--- src/core/cmbf_map.vh ---
// Purpose: constants for the core memory bus fabric
// Assumes: one core clock, all buses synchronous to it
// Notes:   address widths and data widths are fixed
`ifndef CMBF_MAP_VH
`define CMBF_MAP_VH
`define CMBF_PA_W        21
`define CMBF_XA_W        24
`define CMBF_XA_MSB      23
`define CMBF_PD_W        16
`define CMBF_CD_W        32
`define CMBF_PR_W        16
// Size codes on the primary data bus
`define CMBF_SZ_BYTE     2'h0
`define CMBF_SZ_WORD     2'h1
`define CMBF_SZ_LONG     2'h2
// Memory-mapped peripheral window on the primary address bus
`define CMBF_IO_BASE     24'hfff000
`define CMBF_IO_MASK     24'hfff000
// Peripheral register index width inside the window
`define CMBF_IO_IDX_W    12
`endif

--- src/core/cmbf_sel_reg.v ---
// Purpose: registered source select for the primary read return
// Assumes: sel and data valid in the same cycle
// Notes:   output comes from a flop so read data meet the top's style
`include "cmbf_map.vh"
module cmbf_sel_reg (
  // Clock and reset
  input  wire                     mclk,
  input  wire                     nrst,
  input  wire                     ce,
  // Sources
  input  wire                     load,
  input  wire                     io_sel,
  input  wire [`CMBF_CD_W-1:0]    mem_data,
  input  wire [`CMBF_PR_W-1:0]    io_data,
  // Result
  output reg  [`CMBF_CD_W-1:0]    rd_q
);
  always @(posedge mclk or negedge nrst) begin
    if (!nrst) begin
      rd_q <= 32'h0000_0000;
    end else if (ce && load) begin
      if (io_sel) begin
        rd_q <= {16'h0000, io_data};
      end else begin
        rd_q <= mem_data;
      end
    end
  end
endmodule

--- src/core/cmbf_fabric.v ---
// Purpose: route core bus requests to program memory, data memory and
//          the peripheral register bus, returning read data to the core
// Assumes: memories and peripherals answer in the cycle after request
// Notes:   one cycle of registration on every path, no wait states
`include "cmbf_map.vh"
// Overview of operation
// - Program memory is addressed by the 21-bit program address and returns 16-bit read data.
// - Program memory writes carry only the low 16 bits of the core write data.
// - Primary data reads return up to 32 bits addressed by the 24-bit primary address.
// - Primary data writes store up to 32 bits of core write data at the primary address.
// - The primary address supports byte, word and long sizes and decodes a peripheral window.
// - Byte accesses have the top address bit forced to zero.
// - The secondary word-only read uses its own 24-bit address and 16-bit return bus.
// - The peripheral register bus is 16 bits and runs at the data memory rate with no waits.
// - Peripheral writes take core write data and peripheral reads return on the primary read bus.
// - Active-high strobes assert high and active-low strobes assert low.
module cmbf_fabric (
  // Clock and reset
  input  wire                      mclk,
  input  wire                      nrst,
  input  wire                      ce,
  // Core program side
  input  wire [`CMBF_PA_W-1:0]     core_pab,
  input  wire                      core_prd,
  input  wire                      core_pwr,
  output reg  [`CMBF_PD_W-1:0]     core_pdb_q,
  // Core primary data side
  input  wire [`CMBF_XA_W-1:0]     primary_data_address_bus,
  input  wire [1:0]                core_xsize,
  input  wire                      core_xrd,
  input  wire                      core_xwr,
  input  wire [`CMBF_CD_W-1:0]     core_cdbw,
  output wire [`CMBF_CD_W-1:0]     core_cdbr_q,
  // Core secondary side
  input  wire [`CMBF_XA_W-1:0]     secondary_data_address_bus,
  input  wire                      core_x2rd,
  output reg  [`CMBF_PD_W-1:0]     secondary_read_bus,
  // Program memory
  output reg  [`CMBF_PA_W-1:0]     pm_addr_q,
  output reg                       pm_rd_q,
  output reg                       pm_wr_q,
  output reg  [`CMBF_PD_W-1:0]     pm_wdata_q,
  input  wire [`CMBF_PD_W-1:0]     pm_rdata,
  // Data memory, primary port
  output reg  [`CMBF_XA_W-1:0]     dm_addr_q,
  output reg  [1:0]                dm_size_q,
  output reg                       dm_rd_q,
  output reg                       dm_wr_q,
  output reg  [`CMBF_CD_W-1:0]     dm_wdata_q,
  input  wire [`CMBF_CD_W-1:0]     dm_rdata,
  // Data memory, secondary port
  output reg  [`CMBF_XA_W-1:0]     dm2_addr_q,
  output reg                       dm2_rd_q,
  input  wire [`CMBF_PD_W-1:0]     dm2_rdata,
  // Peripheral register bus
  output reg  [`CMBF_IO_IDX_W-1:0] peripheral_register_bus_addr_q,
  output reg                       peripheral_register_bus_rd_q,
  output reg                       peripheral_register_bus_wr_n_q,
  output reg  [`CMBF_PR_W-1:0]     peripheral_register_bus_wdata_q,
  input  wire [`CMBF_PR_W-1:0]     peripheral_register_bus_rdata
);
  // Effective primary address and window decode
  reg  [`CMBF_XA_W-1:0]     xa_eff;
  reg                       io_hit;
  // Program path
  reg  [`CMBF_PA_W-1:0]     pm_addr_d;
  reg                       pm_rd_d;
  reg                       pm_wr_d;
  reg  [`CMBF_PD_W-1:0]     pm_wdata_d;
  reg                       p_pend_d;
  reg                       p_pend_q;
  reg  [`CMBF_PD_W-1:0]     core_pdb_d;
  // Primary data path
  reg  [`CMBF_XA_W-1:0]     dm_addr_d;
  reg  [1:0]                dm_size_d;
  reg                       dm_rd_d;
  reg                       dm_wr_d;
  reg  [`CMBF_CD_W-1:0]     dm_wdata_d;
  reg                       rd_pend_d;
  reg                       rd_pend_q;
  reg                       io_pend_d;
  reg                       io_pend_q;
  // Peripheral register bus
  reg  [`CMBF_IO_IDX_W-1:0] peripheral_register_bus_addr_d;
  reg                       peripheral_register_bus_rd_d;
  reg                       peripheral_register_bus_wr_n_d;
  reg  [`CMBF_PR_W-1:0]     peripheral_register_bus_wdata_d;
  // Secondary word-only read
  reg  [`CMBF_XA_W-1:0]     dm2_addr_d;
  reg                       dm2_rd_d;
  reg                       x2_pend_d;
  reg                       x2_pend_q;
  reg  [`CMBF_PD_W-1:0]     secondary_read_d;

  // Byte accesses live in the lower half only, so a byte access can never
  // land in the peripheral window at the top of the map
  always @* begin
    xa_eff = primary_data_address_bus;
    if (core_xsize == `CMBF_SZ_BYTE) begin
      xa_eff[`CMBF_XA_MSB] = 1'b0;
    end
    io_hit = ((xa_eff & `CMBF_IO_MASK) == `CMBF_IO_BASE);
  end

  // Program path: request out on the next edge, data back one edge later
  always @* begin
    pm_addr_d  = core_pab;
    pm_rd_d    = core_prd;
    pm_wr_d    = core_pwr;
    pm_wdata_d = core_cdbw[`CMBF_PD_W-1:0];
    p_pend_d   = core_prd;
    core_pdb_d = core_pdb_q;
    if (p_pend_q) begin
      core_pdb_d = pm_rdata;
    end
  end

  always @(posedge mclk or negedge nrst) begin
    if (!nrst) begin
      pm_addr_q  <= 21'h0_0000;
      pm_rd_q    <= 1'b0;
      pm_wr_q    <= 1'b0;
      pm_wdata_q <= 16'h0000;
      p_pend_q   <= 1'b0;
      core_pdb_q <= 16'h0000;
    end else if (ce) begin
      pm_addr_q  <= pm_addr_d;
      pm_rd_q    <= pm_rd_d;
      pm_wr_q    <= pm_wr_d;
      pm_wdata_q <= pm_wdata_d;
      p_pend_q   <= p_pend_d;
      core_pdb_q <= core_pdb_d;
    end
  end

  // Primary data path; memory strobes stay off inside the I/O window so a
  // peripheral access never disturbs the memory behind the same address
  always @* begin
    dm_addr_d  = xa_eff;
    dm_size_d  = core_xsize;
    dm_rd_d    = core_xrd & ~io_hit;
    dm_wr_d    = core_xwr & ~io_hit;
    dm_wdata_d = core_cdbw;
    rd_pend_d  = core_xrd;
    io_pend_d  = io_hit;
  end

  always @(posedge mclk or negedge nrst) begin
    if (!nrst) begin
      dm_addr_q  <= 24'h00_0000;
      dm_size_q  <= `CMBF_SZ_WORD;
      dm_rd_q    <= 1'b0;
      dm_wr_q    <= 1'b0;
      dm_wdata_q <= 32'h0000_0000;
      rd_pend_q  <= 1'b0;
      io_pend_q  <= 1'b0;
    end else if (ce) begin
      dm_addr_q  <= dm_addr_d;
      dm_size_q  <= dm_size_d;
      dm_rd_q    <= dm_rd_d;
      dm_wr_q    <= dm_wr_d;
      dm_wdata_q <= dm_wdata_d;
      rd_pend_q  <= rd_pend_d;
      io_pend_q  <= io_pend_d;
    end
  end

  // Peripheral path keeps the data memory cadence, so it adds no wait state;
  // its write strobe is low true and idles high
  always @* begin
    peripheral_register_bus_addr_d  = xa_eff[`CMBF_IO_IDX_W-1:0];
    peripheral_register_bus_rd_d    = core_xrd & io_hit;
    peripheral_register_bus_wr_n_d  = ~(core_xwr & io_hit);
    peripheral_register_bus_wdata_d = core_cdbw[`CMBF_PR_W-1:0];
  end

  always @(posedge mclk or negedge nrst) begin
    if (!nrst) begin
      peripheral_register_bus_addr_q  <= 12'h000;
      peripheral_register_bus_rd_q    <= 1'b0;
      peripheral_register_bus_wr_n_q  <= 1'b1;
      peripheral_register_bus_wdata_q <= 16'h0000;
    end else if (ce) begin
      peripheral_register_bus_addr_q  <= peripheral_register_bus_addr_d;
      peripheral_register_bus_rd_q    <= peripheral_register_bus_rd_d;
      peripheral_register_bus_wr_n_q  <= peripheral_register_bus_wr_n_d;
      peripheral_register_bus_wdata_q <= peripheral_register_bus_wdata_d;
    end
  end

  // Secondary word-only read, same timing as the program path
  always @* begin
    dm2_addr_d       = secondary_data_address_bus;
    dm2_rd_d         = core_x2rd;
    x2_pend_d        = core_x2rd;
    secondary_read_d = secondary_read_bus;
    if (x2_pend_q) begin
      secondary_read_d = dm2_rdata;
    end
  end

  always @(posedge mclk or negedge nrst) begin
    if (!nrst) begin
      dm2_addr_q         <= 24'h00_0000;
      dm2_rd_q           <= 1'b0;
      x2_pend_q          <= 1'b0;
      secondary_read_bus <= 16'h0000;
    end else if (ce) begin
      dm2_addr_q         <= dm2_addr_d;
      dm2_rd_q           <= dm2_rd_d;
      x2_pend_q          <= x2_pend_d;
      secondary_read_bus <= secondary_read_d;
    end
  end

  // Read return mux kept in its own registered stage
  cmbf_sel_reg u_rsel (
    .mclk     (mclk),
    .nrst     (nrst),
    .ce       (ce),
    .load     (rd_pend_q),
    .io_sel   (io_pend_q),
    .mem_data (dm_rdata),
    .io_data  (peripheral_register_bus_rdata),
    .rd_q     (core_cdbr_q)
  );
endmodule

--- config.mk ---
export PLATFORM = sky130hd
export DESIGN_NAME = cmbf_fabric
export DESIGN_NICKNAME = d
export VERILOG_FILES = /design/src/core/cmbf_sel_reg.v /design/src/core/cmbf_fabric.v
export VERILOG_INCLUDE_DIRS = /design/src /design/src/core
export SDC_FILE = /design/constraint.sdc
export NUM_CORES = 1
export LEC_CHECK = 0
export BUFFER_PORTS_ARGS = -buffer_cell sky130_fd_sc_hd__clkbuf_2
export CELL_PAD_IN_SITES_DETAIL_PLACEMENT = 1
export CELL_PAD_IN_SITES_GLOBAL_PLACEMENT = 1
export CORE_AREA = 2 2 157 159
export CTS_BUF_LIST = sky130_fd_sc_hd__clkbuf_16
export DETAILED_ROUTE_END_ITERATION = 12
export DIE_AREA = 0 0 159 161
export PLACE_DENSITY = 0.71
export SLEW_MARGIN = 20
export SYNTH_ARGS = -nofsm -noshare
export SYNTH_HDL_FRONTEND = slang
export SYNTH_SLANG_ARGS = --single-unit
--- constraint.sdc ---
create_clock -name mclk -period 3.2 [get_ports mclk]
set_clock_uncertainty 0.2 [all_clocks]
set_input_delay 0.48 -clock mclk [delete_from_list [all_inputs] [get_ports mclk]]
set_output_delay 0.48 -clock mclk [all_outputs]
set_load 0.05 [all_outputs]
==> results of run 1 <==
stage by stage:
| stage | setup WS (ps) | cells |
|---|---|---|
| after detailed placement | 881.5 | 1169 |
| after CTS | 1227 | 1203 |
| after floorplan | 1601 | 501 |
| after global placement | 988.8 | 1169 |
| final | 1261 | 1204 |
| after global routing | 1078 | 1204 |
registers in the layout, indices dropped and copies added (netlist names):
signal                          count
core_pdb_q                         16
dm2_addr_q                         24
dm2_rd_q                            1
dm_addr_q                          24
dm_rd_q                             1
dm_size_q                           2
dm_wdata_q                         32
dm_wr_q                             1
io_pend_q                           1
p_pend_q                            1
peripheral_register_bus_rd_q        1
peripheral_register_bus_wr_n_q      1
pm_addr_q                          21
pm_wr_q                             1
rd_pend_q                           1
secondary_read_bus                 16
u_rsel.rd_q                        32
report_power, final:
| part | switching (mW) | leakage, nW | internal [mW] |
|---|---|---|---|
| clock network | 0.980 | 0.271 | 1.02 |
| registers | 0.179 | 2.09 | 2.51 |
| logic | 1.65 | 2.57 | 0.508 |
| total | 2.80 | 4.93 | 4.04 |
layout by cell type, fill, tap and decap left out, drive strengths merged, types with 4 or more instances in the layout:
| cell type | n |
|---|---|
| clkinv | 4 |
| mux2 | 138 |
| mux2i | 17 |
| dfrtp | 174 |
| nand2b | 16 |
| clkbuf | 423 |
| buf | 7 |
| o21ai | 34 |
| inv | 13 |
| nand2 | 37 |
final timing paths:
| check | startpoint | to | slack (ps) | cells past startpoint |
|---|---|---|---|---|
| hold reg to reg | u_rsel.rd_q[14] | u_rsel.rd_q[14] | 280 | 2 |
| setup reg to reg | io_pend_q | u_rsel.rd_q[14] | 1260 | 3 |
| hold / removal | core_cdbw[19] | dm_wdata_q[19] | 60 | 2 |
| setup / recovery | io_pend_q | u_rsel.rd_q[14] | 1260 | 3 |
| max in group asynchronous | nrst | pm_addr_q[6] | 1590 | 3 |
| min in group asynchronous | nrst | u_rsel.rd_q[30] | 390 | 2 |
repair_timing:
item,CTS,global route
endpoints found under the hold margin,57,0
setup buffers,0,0
hold buffers,2,0
layout make-up:
cell class	instances	area, µm²
Timing Repair Buffer	415	2146
Clock inverter	15	125.1
Fill cell	2719	14220
Clock buffer	17	425.4
Antenna cell	1	2.502
Multi-Input combinational cell	252	2218
Tap cell	324	405.4
Inverter	4	15.01
Sequential cell	176	4407
metal layers:
metal / track usage [%] / vias up / routed length, µm
met5: 0 / - / 0
met2: 29.05 / 257 / 10630
met4: 6.529 / 0 / 533
li1: - / 2400 / -
met3: 6.086 / 28 / 1849
met1: 18.25 / 2602 / 7882
critical path: cells and delay by family (launching register included):
kind / cells / cell delay (ps)
flip-flops: 1 / 970
multiplexers: 1 / 200
buffers and inverters: 1 / 330
AO/OA/AOI/OAI: 1 / 80
cell families after synthesis:
family                 count (synthesis)
flip-flops                           176
multiplexers                         155
buffers and inverters                 73
AND/OR/NAND/NOR                       59
AO/OA/AOI/OAI                         38
==> metrics.yaml, run 1 <==
run_status:
  status: "finished clean"
clock_network:
  cts_tree: "built"
  clkLatencyLatePin_ps: 420
  htreeDepth: 4
  root_buffer: "clkbuf_16"
  cts.sinks: 176
  clock_path_buffers: 2
  clkTransAtPathRegs_ps: 80
  cts_resized: 0
  numCtsBuffers: 17
drt:
  dr.first_iter.drc_count: 146
  dr_total_vias: 5287
  drc_errors: 0
  routedWlPerCell_um: 17.36
  vias_per_cell: 4.391
  first_pass_iters: 4
  ant_nets: 0
  routed_wl_um: 20900
critical_path:
  critical_path_class: "flop to flop"
  crit_path_max_incr_delay_ps: 970
  endpoint_kind: "flop"
  worstPathArrival_ps: 2010
  crit_path_start_kind: "flop"
  worst_path_max_delay_cell: "dfrtp_1"
  critical_path.max_fanout: 22
  critical_path.cell_chain: "buf_4, mux2i_1, o21ai_0"
  cp_data_required_time_ps: 3270
die:
  start_util_pct: 29.76
  die_width_um: 159
  io_pins: 409
  die_y_um: 161
  dieArea_um2: 25600
  rows: 57
  coreArea_um2: 23960
yosys:
  synth.avg_cell_area_um2: 14.23
  syn_area_um2: 7131
  yosys.area_share.xor_xnor_pct: 0
  synth_edf_count: 0
  synth-adder-area-share_pct: 0
  yosysMostFrequentCell: "dfrtp_1"
  synth_top_family_by_area: "multiplexers"
  synth_area_leaders: "dfrtp_1 (61%), mux2_2 (14%), mux2_1 (8.2%), buf_4 (4.7%), mux2i_1 (2.4%)"
  netlist_instances: 501
  synthMuxAreaShare_pct: 24.18
  synth_simple_gate_area_share_pct: 4.124
  synth_top_flop_cell: "dfrtp_1"
  yosysWarnings: 0
  yosysTopAreaCell: "dfrtp_1"
  yosysSeqAreaShare_pct: 61.80
  synth_compound_area_share_pct: 2.772
  yosys.area.top_type_share_pct: 61.06
  netlist_top_cells_count: "dfrtp_1 (174), mux2_2 (86), mux2_1 (52), buf_4 (45), nand2_1 (35)"
  synth.distinct_cells: 23
  async_flop_share_pct: 100.0
  ys_ff_latch: 176
  syn_nets: 692
global_routing:
  globalRoute.totalOverflow: 0
  grt.total_usage_pct: 16.54
  grt_max_degree: 72
  antenna_found_initial: 1
  grt_pass1_vias: 5739
  grt_first_pass_wirelength_um: 33010
placed_design:
  port_buffers: 408
  placed_cell_area_um2: 9171
  dpl.hpwl_um: 16120
  gp_congestion: 0.7670
final_layout:
  nets: 1057
  drive_above_1_share_pct: 60.98
  area_delta_synth_final_pct: 36.66
  post-route-util_pct: 40.66
  final_area_um2: 9744
timing:
  worst_pin_slew_ps: 972.5
  maxSlewHeadroom_pct: 34.93
  finalSetupViolations: 0
  finalSetupTns_ps: 0
  fin_crit_sh_pct: 60.59
  fmax_ghz: 0.5157
  fin_crit_ps: 1939
  maxSlewViolCount: 0
  hold_ws_ps: 62.80
  hold_violations: 0
  rsz0062_at_grt: "no"
pwr:
  p_leak_nw: 4.931
  total_power_mw: 6.848
  ir_drop_mv: 0.2723
  powerDensity_nw_per_um2: 702.7
hold_path:
  hp-class: "input port to flop"
flow_run:
  cap_viol_max_count: 0
No activity file was read; power rests on OpenSTA's default activity.
==> run 2: changes to the inputs <==
--- a/config.mk
+++ b/config.mk
@@ -9,11 +9,11 @@
 export BUFFER_PORTS_ARGS = -buffer_cell sky130_fd_sc_hd__clkbuf_2
 export CELL_PAD_IN_SITES_DETAIL_PLACEMENT = 1
 export CELL_PAD_IN_SITES_GLOBAL_PLACEMENT = 1
-export CORE_AREA = 2 2 157 159
+export CORE_MARGIN = 2
+export CORE_UTILIZATION = 30
 export CTS_BUF_LIST = sky130_fd_sc_hd__clkbuf_16
 export DETAILED_ROUTE_END_ITERATION = 12
-export DIE_AREA = 0 0 159 161
-export PLACE_DENSITY = 0.71
+export PLACE_DENSITY = 0.74
 export SLEW_MARGIN = 20
 export SYNTH_ARGS = -nofsm -noshare
 export SYNTH_HDL_FRONTEND = slang
==> constraint.sdc (replaced) <==
create_clock -name mclk -period 1.7 [get_ports mclk]
set_clock_uncertainty 0.2 [all_clocks]
set_input_delay 0.255 -clock mclk [delete_from_list [all_inputs] [get_ports mclk]]
set_output_delay 0.255 -clock mclk [all_outputs]
set_load 0.05 [all_outputs]
==> metrics.yaml, run 2 (synthesis gave the netlist of run 1 again) <==
run_status:
  status: "finished clean"
drt:
  drc_errors: 0  # unchanged
  dr_total_vias: 6345  # +20%
  dr.first_iter.drc_count: 210  # +44%
  ant_nets: 0  # unchanged
  routed_wl_um: 27370  # +31%
  first_pass_iters: 4  # unchanged
  vias_per_cell: 4.510  # +2.7%
  routedWlPerCell_um: 19.45  # +12%
global_routing:
  grt.total_usage_pct: 21.58  # +5.0 points
  grt_max_degree: 43  # -40%
  globalRoute.totalOverflow: 0  # unchanged
  grt_first_pass_wirelength_um: 40740  # +23%
  antenna_found_initial: 3  # +2
  grt_pass1_vias: 7283  # +27%
critical_path:
  crit_path_start_kind: "flop"
  critical_path_buf_inv_count: 1  # unchanged
  endpoint_kind: "output pin"
  crit_family: "flip-flops"
  crit_path_max_incr_delay_ps: 550  # -420 ps
  critical_path.cell_chain: "clkbuf_4"
  critical_path.max_fanout: 2  # -91%
  worst_path_max_delay_cell: "dfstp_2"
  critical_path_class: "flop to output pin"
  worstPathArrival_ps: 1200  # -810 ps
  cp_data_required_time_ps: 1240  # -2030 ps
pwr:
  p_leak_nw: 5.847  # +19%
  power.internal_mw: 8.202  # +100%
  p_seq_share_pct: 37.4  # -1.9 points
  ir_drop_mv: 0.5151  # +89%
  power.switching_mw: 5.428  # +94%
  switching_share_pct: 39.82  # -1.1 points
  clkPwrFrac_pct: 29.0  # -0.2 points
  power_frac_comb_pct: 33.6  # +2.2 points
  powerDensity_nw_per_um2: 1149  # +63%
hold_path:
  hp-class: "input port to async pin"
die:
  dieArea_um2: 25020  # -2.3%
  coreArea_um2: 23400  # -2.3%
  rows: 56  # -1.8%
  die_width_um: 158.2  # -0.52%
  die_y_um: 158.2  # -1.8%
  start_util_pct: 30.47  # +0.71 points
  io_pins: 409  # unchanged
clock_network:
  clkTransAtPathRegs_ps: 80  # about the same
  htreeDepth: 4  # unchanged
  cts_tree: "built"
  clkLatencyLatePin_ps: 410  # about the same
  numCtsBuffers: 17  # unchanged
  cts.sinks: 176  # unchanged
  post-cts-setup-buffers: 0  # unchanged
  clock_path_buffers: 2  # unchanged
  root_buffer: "clkbuf_16"
timing:
  hold_ws_ps: 149.0  # +86.22 ps
  maxSlewHeadroom_pct: 68.37  # +33 points
  fin_crit_ps: 1659
  hold_violations: 0  # unchanged
  rsz0062_at_grt: "no"
  fmax_ghz: 0.6026
  maxSlewViolCount: 0  # unchanged
  finalSetupViolations: 0  # unchanged
  finalSetupTns_ps: 0  # unchanged
  fin_crit_sh_pct: 97.62
  worst_pin_slew_ps: 474.5  # -498.0 ps
  fin_ws_ps: 40.51  # -1221 ps
flow_run:
  cap_viol_max_count: 0  # unchanged
final_layout:
  top_regs: "dm_wdata_q x32, u_rsel.rd_q x32"
  drive_above_1_share_pct: 50.97  # -10 points
  mostFrequentLayoutCells: "clkbuf_2 (399), dlygate4sd3_1 (189), dfrtp_1 (174)"
  regArea_um2: 4407  # unchanged
  area_delta_synth_final_pct: 66.40
  mostFrequentLayoutCell: "clkbuf_2"
  multi_input_area_um2: 2225  # +0.28%
  n_fill_cell: 2595  # -4.6%
  nets: 1263  # +19%
placed_design:
  port_buffers: 408  # unchanged
  gp_congestion: 0.7711  # +0.53%
  dpl.hpwl_um: 16280  # +1.0%
  pre_cts_slack_ps: 119.5  # -762.0 ps
run 2: changes by cell type in the layout (fill, tap and decap cells not counted), moves of 3 or more:
cell,change
inv_8,-3
dlygate4sd3_1,+187
buf_2,+5
buf_4,+14
buf_12,+5
clkbuf_2,-7
run 2: path summary, 6_finish.rpt:
path	startpoint	endpoint	slack, ps	cells past startpoint
worst max-delay path	dm_size_q[0]	dm_size_q[0]	40	1
worst min-delay path	nrst	u_rsel.rd_q[29]	150	2
worst max register to register	rd_pend_q	u_rsel.rd_q[7]	290	3
worst min register to register	u_rsel.rd_q[31]	u_rsel.rd_q[31]	280	2
max in group asynchronous	nrst	dm_size_q[0]	530	3
min in group mclk	ce	dm_addr_q[16]	170	2
run 2: stage by stage:
stage               utilization (%)  area [µm²]  cells  power, mW
detailed placement            40.03        9368   1183      9.301
CTS                           50.63       11850   1404      13.62
global placement              40.03        9368   1183      9.214
global route                  50.70       11870   1407      14.21
floorplan                         -        7131    501      8.156
finish                        50.70       11870   1407      13.63
run 2: area by class of cell:
class,instances,share of cell area [%]
diodes,3,0.06327
multi-input cells,252,18.75
clock inverters,15,1.339
inverters,4,0.1265
clock buffers,17,3.585
flip-flops and latches,176,37.14
repair buffers,621,35.63
well taps,319,3.364
run 2: power groups by stage:
stage,Combinational (mW),Sequential [mW],Clock (mW)
after floorplan,1.13,7.03,0
after global placement,4.10,5.12,0
after detailed placement,4.15,5.15,0
after CTS,4.51,5.07,4.05
after global routing,4.78,5.17,4.25
final,4.58,5.10,3.95
run 2: layer usage:
metal  global-route usage, %  vias to the layer above  wire length (µm)
met5                       0                        -                 0
met4                   12.57                        0              1371
met3                   5.721                       93              1770
met2                   40.39                      316             14810
met1                   21.33                     3117              9419
li1                        -                     2819                 -
run 2: timing repair:
action | in CTS | in global routing
endpoints found under the setup margin | 2 | 12
hold endpoints to repair | 349 | 0
hold buffers | 189 | 0
pin swaps | 0 | 1
resized for setup | 2 | 6
==> run 3: changes to the inputs <==
--- a/config.mk
+++ b/config.mk
@@ -14,6 +14,7 @@
 export CTS_BUF_LIST = sky130_fd_sc_hd__clkbuf_16
 export DETAILED_ROUTE_END_ITERATION = 12
 export PLACE_DENSITY = 0.74
+export RECOVER_POWER = 100
 export SLEW_MARGIN = 20
 export SYNTH_ARGS = -nofsm -noshare
 export SYNTH_HDL_FRONTEND = slang
==> metrics.yaml, run 3 (synthesis gave the netlist of run 1 again) <==
run_status:
  status: "finished clean"
die:
  coreArea_um2: 23400  # unchanged
  dieArea_um2: 25020  # unchanged
  rows: 56  # unchanged
  start_util_pct: 30.47  # unchanged
  io_pins: 409  # unchanged
  die_y_um: 158.2  # unchanged
  die_width_um: 158.2  # unchanged
global_routing:
  grt.total_usage_pct: 21.58  # unchanged
  antenna_found_initial: 3  # unchanged
  grt_first_pass_wirelength_um: 40740  # unchanged
  grt_max_degree: 43  # unchanged
  grt_pass1_vias: 7283  # unchanged
  globalRoute.totalOverflow: 0  # unchanged
critical_path:
  crit_cells: 1  # unchanged
  worst-r2r-cell-count: 3  # unchanged
  cp_data_required_time_ps: 1240  # about the same
  crit_path_max_incr_delay_ps: 550  # about the same
  critical_path_class: "flop to output pin"
  crit_path_start_kind: "flop"
  worst_path_max_delay_cell: "dfstp_2"
  endpoint_kind: "output pin"
  critical_path.cell_chain: "clkbuf_4"
  worstPathArrival_ps: 1200  # about the same
  crit_family: "flip-flops"
  critical_path_buf_inv_count: 1  # unchanged
  critical_path.max_fanout: 2  # unchanged
placed_design:
  numPlacedInstances: 1183  # unchanged
  gp_congestion: 0.7711  # unchanged
  port_buffers: 408  # unchanged
  dpl.hpwl_um: 16280  # unchanged
pwr:
  powerDensity_nw_per_um2: 1161  # +1.0%
  ir_drop_mv: 0.5144  # -0.15%
  p_leak_nw: 5.759  # -1.5%
timing:
  worst_pin_slew_ps: 652.9  # +178.4 ps
  finalSetupViolations: 0  # unchanged
  hold_violations: 0  # unchanged
  finalSetupTns_ps: 0  # unchanged
  fin_crit_ps: 1658  # -1.423 ps
  fin_crit_sh_pct: 97.53  # about the same
  rsz0062_at_grt: "no"
  maxSlewHeadroom_pct: 56.47  # -12 points
  fmax_ghz: 0.6031  # about the same
  maxSlewViolCount: 0  # unchanged
clock_network:
  cts_tree: "built"
  cts.sinks: 176  # unchanged
  numCtsBuffers: 17  # unchanged
  post-cts-setup-buffers: 0  # unchanged
  root_buffer: "clkbuf_16"
  clock_path_buffers: 2  # unchanged
  clkTransAtPathRegs_ps: 70  # about the same
  clkLatencyLatePin_ps: 410  # about the same
  htreeDepth: 4  # unchanged
final_layout:
  instances_no_fill: 1407  # unchanged
  n_fill_cell: 2609  # +0.54%
  mostFrequentLayoutCells: "clkbuf_2 (409), dlygate4sd3_1 (189), dfrtp_1 (174)"
  multi_input_area_um2: 2215  # -0.45%
  top_regs: "dm_wdata_q x32, u_rsel.rd_q x32"
  drive_above_1_share_pct: 49.59  # -1.4 points
  area_delta_synth_final_pct: 63.98
  nets: 1263  # unchanged
  post-route-util_pct: 49.96  # -0.74 points
  regArea_um2: 4407  # unchanged
  mostFrequentLayoutCell: "clkbuf_2"
drt:
  dr.first_iter.drc_count: 212  # +0.95%
  dr_total_vias: 6369  # +0.38%
  drc_errors: 0  # unchanged
  routed_wl_um: 27320  # -0.18%
  vias_per_cell: 4.527  # +0.38%
  ant_nets: 0  # unchanged
  first_pass_iters: 4  # unchanged
  routedWlPerCell_um: 19.42  # -0.18%
flow_run:
  cap_viol_max_count: 0  # unchanged
hold_path:
  hp-class: "input port to async pin"
run 3: final timing paths:
kind	startpoint	end	slack [ps]
setup / recovery	dm_size_q[0]	dm_size_q[0]	40
hold / removal	nrst	u_rsel.rd_q[29]	240
setup reg to reg	rd_pend_q	u_rsel.rd_q[21]	140
max in group asynchronous	nrst	pm_addr_q[10]	190
min in group mclk	u_rsel.rd_q[31]	u_rsel.rd_q[31]	280
hold reg to reg	u_rsel.rd_q[31]	u_rsel.rd_q[31]	280
run 3: layout make-up:
class,instances,share of cell area [%]
Sequential cell,176,37.69
Tap cell,319,3.414
Clock buffer,17,3.638
Timing Repair Buffer,621,34.77
Inverter,4,0.1284
Antenna cell,3,0.06421
Multi-Input combinational cell,252,18.94
Clock inverter,15,1.359
run 3: timing repair:
item | 4_1_cts | 5_1_grt
resized for setup | 2 | 6
endpoints found under the hold margin | 349 | 0
endpoints found under the setup margin | 2 | 12
hold buffers | 189 | 0
pin swaps | 0 | 1
run 3: power breakdown:
group          switching [mW]  internal (mW)
clock                    1.76           2.19
combinational            3.29           1.23
sequential              0.368           4.73
run 3: through the flow:
step / total power [mW] / area (µm²) / setup slack (ps) / hold WS, ps
3_3_place_gp: 9.214 / 9368 / 152.0 / 5.870
4_1_cts: 13.62 / 11850 / 13.90 / 128.2
3_5_place_dp: 9.301 / 9368 / 119.5 / 11.12
5_1_grt: 14.15 / 11690 / 7.594 / 278.6
2_1_floorplan: 8.156 / 7131 / 111.5 / -240.6
6_report: 13.57 / 11690 / 41.93 / 236.0
run 3: layer usage:
| layer | vias up | GRT usage (%) | routed length [µm] |
|---|---|---|---|
| met5 | - | 0 | 0 |
| met4 | 0 | 12.57 | 1357 |
| met3 | 91 | 5.721 | 1785 |
| met2 | 319 | 40.39 | 14760 |
| met1 | 3141 | 21.33 | 9411 |
| li1 | 2818 | - | - |
